<file path="config.mk">
export PLATFORM = sky130hd
export DESIGN_NAME = tlip_ctrl
export DESIGN_NICKNAME = d
export VERILOG_FILES = /design/src/tlip_pkg.sv /design/src/tlip_pin_sync.sv /design/src/tlip_ctrl.sv
export SDC_FILE = /design/constraint.sdc
export NUM_CORES = 1
export LEC_CHECK = 0
export BUFFER_PORTS_ARGS = -buffer_cell sky130_fd_sc_hd__clkbuf_2
export CORE_MARGIN = 5
export CORE_UTILIZATION = 52
export DETAILED_ROUTE_END_ITERATION = 16
export MAX_ROUTING_LAYER = met4
export PLACE_DENSITY = 0.85
export SYNTH_ARGS = -nofsm -noshare
export SYNTH_HDL_FRONTEND = slang
export SYNTH_SLANG_ARGS = --single-unit
</file>
<file path="constraint.sdc">
create_clock -name clk -period 4.1 [get_ports clk]
set_input_delay 0.41 -clock clk [delete_from_list [all_inputs] [get_ports clk]]
set_output_delay 0.41 -clock clk [all_outputs]
set_load 0.01 [all_outputs]
</file>
<file path="src/tlip_pkg.sv">
// Purpose: Shared constants and types of the two-level interrupt unit
// Assumes: 32-bit AHB-Lite register bus, 21-bit program counter
// Notes:   Register offsets are byte addresses of aligned words

package tlip_pkg;

    // ------------------------------------------------------------
    // Vectors
    // ------------------------------------------------------------
    localparam int unsigned     PC_W     = 21;
    localparam logic [PC_W-1:0] VEC_HIGH = 21'h0_0008;
    localparam logic [PC_W-1:0] VEC_LOW  = 21'h0_0018;

    // ------------------------------------------------------------
    // Register offsets
    // ------------------------------------------------------------
    localparam logic [7:0] OFF_RESET_CTRL = 8'h00;
    localparam logic [7:0] OFF_MAIN_CTRL  = 8'h04;
    localparam logic [7:0] OFF_FLAGS      = 8'h08;
    localparam logic [7:0] OFF_ENABLES    = 8'h0C;
    localparam logic [7:0] OFF_PRIORITY   = 8'h10;
    localparam logic [7:0] OFF_PERIPH     = 8'h14;
    localparam logic [7:0] OFF_STATUS     = 8'h18;

    // ------------------------------------------------------------
    // Field positions
    // ------------------------------------------------------------
    localparam int unsigned BIT_PRIO_MODE = 7;
    localparam int unsigned BIT_GATE_HIGH = 7;
    localparam int unsigned BIT_GATE_LOW  = 6;
    localparam int unsigned BIT_ST_HIGHEL = 4;
    localparam int unsigned BIT_ST_LOWEL  = 5;

    // ------------------------------------------------------------
    // Reset values
    // ------------------------------------------------------------
    localparam logic [31:0] RST_PRIORITY = 32'hFFFF_FFFF;
    localparam logic [31:0] RST_ZERO     = 32'h0000_0000;

    // ------------------------------------------------------------
    // Types
    // ------------------------------------------------------------
    typedef enum logic [3:0] {
        SVC_IDLE = 4'b0001,
        SVC_LOW  = 4'b0010,
        SVC_HIGH = 4'b0100,
        SVC_NEST = 4'b1000
    } tlip_svc_e;

    typedef struct packed {
        logic            pcLoad;
        logic            stackPush;
        logic [PC_W-1:0] target;
        logic [PC_W-1:0] retAddr;
    } tlip_vec_s;

endpackage

</file>
<file path="src/tlip_pin_sync.sv">
// Purpose: Synchronise event pins and turn their edges into pulses
// Assumes: Pins are asynchronous to clk
// Notes:   Pins reset low, so a pin high at release gives one rise

`timescale 1ns/1ps
`default_nettype none

module tlip_pin_sync
    import tlip_pkg::*;
#(
    parameter int unsigned W        = 4,
    parameter logic [W-1:0] ANY_EDGE = '0
)
(
    // Clock and reset
    input  wire logic         clk,
    input  wire logic         rst_n,
    // Pins
    input  wire logic [W-1:0] pinIn,
    // One-cycle events
    output logic      [W-1:0] pinEvent
);

    genvar g;
    generate
        for (g = 0; g < W; g++)
        begin : g_bit
            logic [2:0] sync_ff;

            // Stage 0 feeds only stage 1; edges come from 1 and 2
            always_ff @(posedge clk or negedge rst_n)
            begin
                if (!rst_n)
                    sync_ff <= 3'h0;
                else
                    sync_ff <= {sync_ff[1:0], pinIn[g]};
            end

            // Change-type lines fire on either edge, others on rise
            assign pinEvent[g] = ANY_EDGE[g] ? (sync_ff[2] ^ sync_ff[1]) // RQ17
                                             : (sync_ff[1] & ~sync_ff[2]);
        end
    endgenerate

endmodule

`default_nettype wire

</file>
<file path="src/tlip_ctrl.sv">
// Purpose: Two-level interrupt controller with AHB-Lite registers
// Assumes: clk is the instruction clock; core flags instruction edges
// Notes:   Zero-wait bus slave, every response OKAY
//
// How it works
// RQ1 - High vector 0008h, low vector 0018h
// RQ2 - High request may pre-empt low service
// RQ3 - Each source: flag, enable, priority bit
// RQ4 - Reset control bit 7 turns priority on
// RQ5 - Priority mode: bit 7 gates high sources
// RQ6 - Priority mode: bit 6 gates low sources
// RQ7 - Flag, enable, gate set: vector at once
// RQ8 - Clear source enable blocks its vector
// RQ9 - Priority off after reset; priority bits ignored
// RQ10 - Compatibility: bit 6 peripherals, bit 7 all
// RQ11 - Compatibility mode always vectors to 0008h
// RQ12 - Accepting clears the serviced level's gate
// RQ13 - No low service during high service
// RQ14 - Push return address, load vector into PC
// RQ15 - Software clears flags before re-enabling gates
// RQ16 - Return sets the serviced level's gate again
// RQ17 - Pin events vector in three-four cycles
// RQ18 - Events set flags whatever the enables
// RQ19 - Software avoids memory-to-memory moves here
// RQ20 - High gate clear disables both levels
// RQ21 - Both levels eligible: high goes first
//
// Decided for this implementation: the AHB-Lite interface to the registers and the register offsets.

`timescale 1ns/1ps
`default_nettype none

module tlip_ctrl
    import tlip_pkg::*;
#(
    parameter int unsigned  N        = 8,
    parameter int unsigned  EXT_W    = 4,
    parameter logic [EXT_W-1:0] PIN_ANY_EDGE = 4'b1000,
    parameter logic [N-1:0] PERIPH_RST = 8'hF0
)
(
    // Clock and reset
    input  wire logic            clk,
    input  wire logic            rst_n,
    // AHB-Lite slave
    input  wire logic            hsel,
    input  wire logic [31:0]     haddr,
    input  wire logic [1:0]      htrans,
    input  wire logic            hwrite,
    input  wire logic [2:0]      hsize,
    input  wire logic [31:0]     hwdata,
    input  wire logic            hready,
    output logic                 hreadyout,
    output logic                 hresp,
    output logic      [31:0]     hrdata,
    // Interrupt sources
    input  wire logic [N-1:0]    srcEvent,
    input  wire logic [EXT_W-1:0] extPin,
    // Core sequencer
    input  wire logic            instrBoundary,
    input  wire logic [PC_W-1:0] nextPc,
    input  wire logic            serviceReturn,
    output tlip_vec_s            vecOut,
    output logic                 priority_mode_enable
);

    // ------------------------------------------------------------
    // Declarations
    // ------------------------------------------------------------
    logic [N-1:0]     flag_ff;
    logic [N-1:0]     enable_ff;
    logic [N-1:0]     prio_ff;
    logic [N-1:0]     periph_ff;
    logic             prioMode_ff;
    logic             gateHi_ff;
    logic             gateLo_ff;
    tlip_svc_e        svc_ff;
    tlip_svc_e        nxt_svc;
    tlip_vec_s        vec_ff;
    logic             wrPend_ff;
    logic [7:0]       wrAddr_ff;
    logic [31:0]      hrdata_ff;
    logic [31:0]      rdData;
    logic [EXT_W-1:0] pinEvent;
    logic [N-1:0]     srcAll;
    logic [N-1:0]     armed;
    logic             addrPhase;
    logic             highEl;
    logic             lowEl;
    logic             inHigh;
    logic             highTake;
    logic             lowTake;
    logic             retHi;
    logic             retLo;

    // ------------------------------------------------------------
    // Pin events
    // ------------------------------------------------------------
    tlip_pin_sync #(.W(EXT_W), .ANY_EDGE(PIN_ANY_EDGE)) u_pin_sync (
        .clk(clk), .rst_n(rst_n), .pinIn(extPin), .pinEvent(pinEvent)
    );

    assign srcAll = srcEvent | N'(pinEvent);

    // ------------------------------------------------------------
    // Bus slave
    // ------------------------------------------------------------
    assign addrPhase = hsel & htrans[1] & hready;
    assign hreadyout = 1'b1;
    assign hresp     = 1'b0;
    assign hrdata    = hrdata_ff;

    always_ff @(posedge clk or negedge rst_n)
    begin
        if (!rst_n)
        begin
            wrPend_ff <= 1'b0;
            wrAddr_ff <= 8'h00;
        end
        else
        begin
            wrPend_ff <= addrPhase & hwrite & (haddr[31:8] == 24'h00_0000);
            wrAddr_ff <= haddr[7:0];
        end
    end

    // Unmapped words read as zero
    always_comb
    begin
        rdData = RST_ZERO;
        if (haddr[31:8] != 24'h00_0000)
            rdData = RST_ZERO;
        else if (haddr[7:0] == OFF_RESET_CTRL)
            rdData[BIT_PRIO_MODE] = prioMode_ff;
        else if (haddr[7:0] == OFF_MAIN_CTRL)
        begin
            rdData[BIT_GATE_HIGH] = gateHi_ff;
            rdData[BIT_GATE_LOW]  = gateLo_ff;
        end
        else if (haddr[7:0] == OFF_FLAGS)
            rdData[N-1:0] = flag_ff;
        else if (haddr[7:0] == OFF_ENABLES)
            rdData[N-1:0] = enable_ff;
        else if (haddr[7:0] == OFF_PRIORITY)
            rdData[N-1:0] = prio_ff;
        else if (haddr[7:0] == OFF_PERIPH)
            rdData[N-1:0] = periph_ff;
        else if (haddr[7:0] == OFF_STATUS)
        begin
            rdData[3:0]           = svc_ff;
            rdData[BIT_ST_HIGHEL] = highEl;
            rdData[BIT_ST_LOWEL]  = lowEl;
        end
    end

    always_ff @(posedge clk or negedge rst_n)
    begin
        if (!rst_n)
            hrdata_ff <= RST_ZERO;
        else if (addrPhase && !hwrite)
            hrdata_ff <= rdData;
    end

    // ------------------------------------------------------------
    // Per-source registers and priority mode bit
    // ------------------------------------------------------------
    // An event in the clearing cycle survives the write
    always_ff @(posedge clk or negedge rst_n)
    begin
        if (!rst_n)
            flag_ff <= N'(RST_ZERO);
        else if (wrPend_ff && wrAddr_ff == OFF_FLAGS)
            flag_ff <= hwdata[N-1:0] | srcAll; // RQ18 RQ3
        else
            flag_ff <= flag_ff | srcAll; // RQ18
    end

    always_ff @(posedge clk or negedge rst_n)
    begin
        if (!rst_n)
        begin
            enable_ff <= N'(RST_ZERO);
            prio_ff   <= N'(RST_PRIORITY);
            periph_ff <= PERIPH_RST;
        end
        else if (wrPend_ff)
        begin
            if (wrAddr_ff == OFF_ENABLES)
                enable_ff <= hwdata[N-1:0]; // RQ3
            if (wrAddr_ff == OFF_PRIORITY)
                prio_ff <= hwdata[N-1:0]; // RQ3
            if (wrAddr_ff == OFF_PERIPH)
                periph_ff <= hwdata[N-1:0];
        end
    end

    always_ff @(posedge clk or negedge rst_n)
    begin
        if (!rst_n)
            prioMode_ff <= 1'b0; // RQ9
        else if (wrPend_ff && wrAddr_ff == OFF_RESET_CTRL)
            prioMode_ff <= hwdata[BIT_PRIO_MODE]; // RQ4
    end

    assign priority_mode_enable = prioMode_ff;

    // ------------------------------------------------------------
    // Request decision
    // ------------------------------------------------------------
    assign armed  = flag_ff & enable_ff; // RQ8
    assign inHigh = (svc_ff == SVC_HIGH) || (svc_ff == SVC_NEST);

    // Compatibility mode ignores priority bits entirely
    always_comb
    begin
        if (prioMode_ff)
        begin
            highEl = gateHi_ff & (|(armed & prio_ff)); // RQ5
            lowEl  = gateHi_ff & gateLo_ff & (|(armed & ~prio_ff)); // RQ6 RQ20
        end
        else
        begin
            highEl = gateHi_ff & (|(armed & (~periph_ff | {N{gateLo_ff}}))); // RQ10 RQ9
            lowEl  = 1'b0;
        end
    end
    assign highTake = instrBoundary & highEl & (~prioMode_ff | ~inHigh); // RQ7 RQ2
    assign lowTake  = instrBoundary & lowEl & ~highTake & (svc_ff == SVC_IDLE); // RQ13 RQ21
    assign retHi = serviceReturn & (~prioMode_ff | inHigh);
    assign retLo = serviceReturn & prioMode_ff & (svc_ff == SVC_LOW);

    // ------------------------------------------------------------
    // Service state
    // ------------------------------------------------------------
    always_comb
    begin
        nxt_svc = svc_ff;
        case (svc_ff)
            SVC_IDLE:
                if (highTake)
                    nxt_svc = SVC_HIGH;
                else if (lowTake)
                    nxt_svc = SVC_LOW;
            SVC_LOW:
                if (highTake)
                    nxt_svc = SVC_NEST; // RQ2
                else if (serviceReturn)
                    nxt_svc = SVC_IDLE;
            SVC_HIGH:
                if (serviceReturn && !highTake)
                    nxt_svc = SVC_IDLE;
            SVC_NEST:
                if (serviceReturn)
                    nxt_svc = SVC_LOW;
            default:
                nxt_svc = SVC_IDLE;
        endcase
    end

    always_ff @(posedge clk or negedge rst_n)
    begin
        if (!rst_n)
            svc_ff <= SVC_IDLE;
        else
            svc_ff <= nxt_svc;
    end

    // ------------------------------------------------------------
    // Level gates
    // ------------------------------------------------------------
    // Hardware entry and return take precedence over a bus write
    always_ff @(posedge clk or negedge rst_n)
    begin
        if (!rst_n)
        begin
            gateHi_ff <= 1'b0;
            gateLo_ff <= 1'b0;
        end
        else
        begin
            if (highTake)
                gateHi_ff <= 1'b0; // RQ12
            else if (retHi)
                gateHi_ff <= 1'b1; // RQ16
            else if (wrPend_ff && wrAddr_ff == OFF_MAIN_CTRL)
                gateHi_ff <= hwdata[BIT_GATE_HIGH];
            if (lowTake)
                gateLo_ff <= 1'b0; // RQ12
            else if (retLo)
                gateLo_ff <= 1'b1; // RQ16
            else if (wrPend_ff && wrAddr_ff == OFF_MAIN_CTRL)
                gateLo_ff <= hwdata[BIT_GATE_LOW];
        end
    end

    // ------------------------------------------------------------
    // Vector to core
    // ------------------------------------------------------------
    always_ff @(posedge clk or negedge rst_n)
    begin
        if (!rst_n)
            vec_ff <= '0;
        else
        begin
            vec_ff.pcLoad    <= highTake | lowTake; // RQ14
            vec_ff.stackPush <= highTake | lowTake; // RQ14
            if (highTake)
                vec_ff.target <= VEC_HIGH; // RQ1 RQ11
            else if (lowTake)
                vec_ff.target <= VEC_LOW; // RQ1
            if (highTake || lowTake)
                vec_ff.retAddr <= nextPc; // RQ14
        end
    end
    assign vecOut = vec_ff;
endmodule

`default_nettype wire

</file>
==> key figures <==
Status
  • Outcome: finished, final reports clean

Power and ir drop
  • VDD IR max: 0.298 mV
  • Leak: 2.56 nW
  • Pwr Density: 492 nW/um^2
  • Total Power: 2.61 mW

Synthesis
  • Synth Cell Area: about 4600 um^2
  • Share of the synthesized area in the top cell type: between 40% and 50%
  • Post-synth EDFFs: 0
  • Cell accounting for the most synthesized area: dfrtp_1
  • Simple-Gate Fraction of Synth Area: 13.0%
  • Most common cell in the synthesized netlist: dfrtp_1
  • Synth async-reset ratio: 100%
  • Mux contribution to synthesized area: 16.2%
  • Compound-Gate Fraction of Synth Area: 10.1%
  • Main combinational cell family by area after synthesis: multiplexers
  • Yosys cell types: 51
  • Post-Syn Instances: 410
  • Seq/Total Area, Yosys: 50.2%
  • Synthesized area per cell: 11.3 um^2
  • Top post-synthesis cells by area: dfrtp_1, buf_4, dfstp_2
  • Adder-cell area share of the yosys netlist: 0%
  • XOR/XNOR share of the synthesized area: 0.189%
  • Yosys warns: 0
  • Synth cell count leaders: dfrtp_1, buf_4, nand2_1, nor2_1, mux2_4
  • Top_reg_cell synth: dfrtp_1
  • Register bit total from synthesis: 92

Hold path
  • Hold_sp: extPin[0]
  • Hold Crit Class: primary input to flip-flop
  • Hold endpoint: u_pin_sync.g_bit[0].sync_ff[0]$_DFF_PN0_
  • Hold path depth: 1

Timing
  • Measured slew at the worst slew-check pin: between 1 and 1.5 ns
  • RSZ-0062 raised after global routing: false
  • Final Skew: 0.0111 ns
  • Achievable Freq: 0.406 GHz
  • Final setup fails: 0
  • Fin crit period: 2.46 ns
  • Rel. slew slack: a little over a quarter
  • Fin Setup TNS: 0 ns
  • Fin. max-slew vios: 0
  • PnR worst setup slack: about 1.6 ns
  • Final period util: 60.1%
  • Fin. Hold Viols: 0

Clock network
  • H-tree level count: 3
  • CTS tree: done
  • Root buf cell: clkbuf_8
  • Num CTS Buffers: 9
  • Hold buffers post-CTS: 0
  • Clock Tree Buf Depth: 2
  • CTS clk-pin slew, worst paths: around 0.10 ns
  • Post-CTS Resized: 0
  • Total clock sinks: about 90
  • Clock latency at the later pin of the worst-skew pair: 0.37 ns
  • Post-CTS Repair Setup Buffers: 0

Setup path
  • R2R setup slack: 1.64 ns
  • Worst setup EP type: flip-flop
  • Startpoint type of the worst setup path: flip-flop
  • Launching point of the worst reg2reg path: gateLo_ff$_DFFE_PN0P_
  • RR Endpoint: vecOut[0]$_DFFE_PN0P_
  • Slowest cell on the critical path: dfrtp_1
  • Worst endpoint data arrival time: between 2 and 3 ns
  • CP peak stage delay: 0.53 ns
  • Crit-path cells: inv_2 > a21oi_1 > a311oi_2 > a21oi_2 > and2_1 > nand2b_4 > mux2_1
  • CP max FO: 23
  • Reg2Reg Depth: 7
  • Setup CP Type: flip-flop to flip-flop
  • CP Data Required Time: 4.35 ns

Layout
  • Layout Nets: 630
  • P&R area growth vs syn: 14.7%
  • N_diodes: 0
  • Share of cells above drive strength 1: 35.4%
  • Fillers: 735
  • Non-Filler Instances: 634

Route
  • Pre-antenna DRT Iters: 4
  • DRC viols: 0
  • Vias per Instance: 5.33
  • First DRT Iteration DRCs: 232
  • WL final: 10600 um
  • Via count: ~3400
  • WL/cell: 16.8 um
  • ANT nets after route: 0

Global routing
  • M1 GR Usage: 25.8%
  • Total grt overflow: 0
  • Global Route met3 Usage: 4.53%
  • Initial antenna violation count: 0
  • Vias in the first global route: 3429
  • Grt met2 use: 32.7%
  • Grt peak-use layer: met2
  • Pin count of the biggest net entering global routing: between 90 and 100
  • First-pass GRT wire length: 17300 um
  • Global Route Usage Sum: 20.1%

Die
  • Site row count: 34
  • IO Count: 188
  • Die span in x: 104 um
  • Die footprint: roughly 11000 um^2
  • Core region area: 8680 um^2
  • Starting Density: 53.3%
  • Die H: between 100 and 150 um

Placed design
  • Place WS: 1.63 ns
  • GPL Wtd Cong: approximately 0.97
  • IO buf count: about 110
  • Final HPWL DP: 8240 um
  • Cells after DPL: a little over 600

Run
  • Max-cap violations: 0
==> metrics by stage <==
stage               utilization, %  cell area [um^2]  hold WS (ns)
finish                        61.1              5300         0.146
floorplan                        -              4780         0.114
global route                  61.1              5300         0.125
CTS                           61.1              5300         0.125
detailed placement            58.5              5070         0.339
global placement              58.5              5070         0.332
==> how the worst max path moves through the flow <==
| stage | start | endpoint | slack [ns] |
|---|---|---|---|
| global route | prio_ff[5]$_DFFE_PN1P_ | vecOut[1]$_DFFE_PN0P_ | 1.49 |
| global placement | gateLo_ff$_DFFE_PN0P_ | vecOut[2]$_DFFE_PN0P_ | 1.70 |
| detailed placement | prio_ff[5]$_DFFE_PN1P_ | vecOut[1]$_DFFE_PN0P_ | 1.63 |
| floorplan | periph_ff[6]$_DFFE_PN1P_ | vecOut[10]$_DFFE_PN0P_ | 2.00 |
| finish | gateLo_ff$_DFFE_PN0P_ | vecOut[0]$_DFFE_PN0P_ | 1.64 |
| CTS | prio_ff[5]$_DFFE_PN1P_ | vecOut[1]$_DFFE_PN0P_ | 1.63 |
==> flip-flops by register name (all words and copies together) (netlist names) <==
| signal | cells |
|---|---|
| enable_ff | 8 |
| flag_ff | 8 |
| gateHi_ff | 1 |
| gateLo_ff | 1 |
| hrdata | 8 |
| periph_ff | 8 |
| prio_ff | 8 |
| priority_mode_enable | 1 |
| svc_ff | 4 |
| u_pin_sync.g_bit.sync_ff | 12 |
| vecOut | 24 |
| wrAddr_ff | 8 |
| wrPend_ff | 1 |
==> final cells by class <==
| type | count | area [um^2] | share of cell area [%] |
|---|---|---|---|
| clock inverter | 7 | 103 | 1.94 |
| multi-input combinational | 289 | 1990 | 37.6 |
| sequential | 92 | 2320 | 43.7 |
| inverter | 15 | 56.3 | 1.06 |
| clock buffer | 9 | 124 | 2.34 |
| tap | 108 | 135 | 2.55 |
| timing repair buffer | 114 | 573 | 10.8 |
==> kinds of logic (layout without fill, tap and decap cells) <==
kind of cell / after synthesis / count (layout)
DFF: 92 / 92
and+or+nand+nor: 115 / 115
muxes: 62 / 62
xor gates and xnor gates: 1 / 1
AOI/OAI and AO/OA: 66 / 66
buffers and inverters: 72 / 145
other: 2 / 45
==> per-layer routing <==
layer  vias up  routed length (um)
met4         0                 123
met5         -                   0
met2       130                5360
met1      1645                4410
li1       1596                   -
met3         9                 728
==> report_power, final <==
part | switching [mW] | internal, mW | total, mW
logic | 0.351 | 0.365 | 0.716
registers | 0.129 | 1.07 | 1.20
clock network | 0.339 | 0.352 | 0.691
==> worst max-delay path, delay by kind of cell, from the launching register on <==
family | cells | cell delay, ns
AO/OA/AOI/OAI | 3 | 0.57
multiplexers | 1 | 0.37
flip-flops | 1 | 0.53
AND/OR/NAND/NOR | 2 | 0.74
buffers and inverters | 1 | 0.14
==> placed cells by master (no fill, tap or decap), drive strengths merged, types with 5 or more instances in the layout <==
cell type / Yosys / layout
clkbuf: 6 / 122
dfrtp: 79 / 79
mux2: 47 / 47
conb: 2 / 45
nand2: 32 / 32
nor2: 21 / 21
inv: 15 / 19
a21oi: 17 / 17
mux2i: 15 / 15
dfstp: 13 / 13
nand3: 12 / 12
o21ai: 10 / 10
nor2b: 8 / 8
o22ai: 8 / 8
nor4: 8 / 8
nor3: 7 / 7
nand3b: 6 / 6
a22oi: 5 / 5
Note: power is estimated with default switching activity, not from simulation.
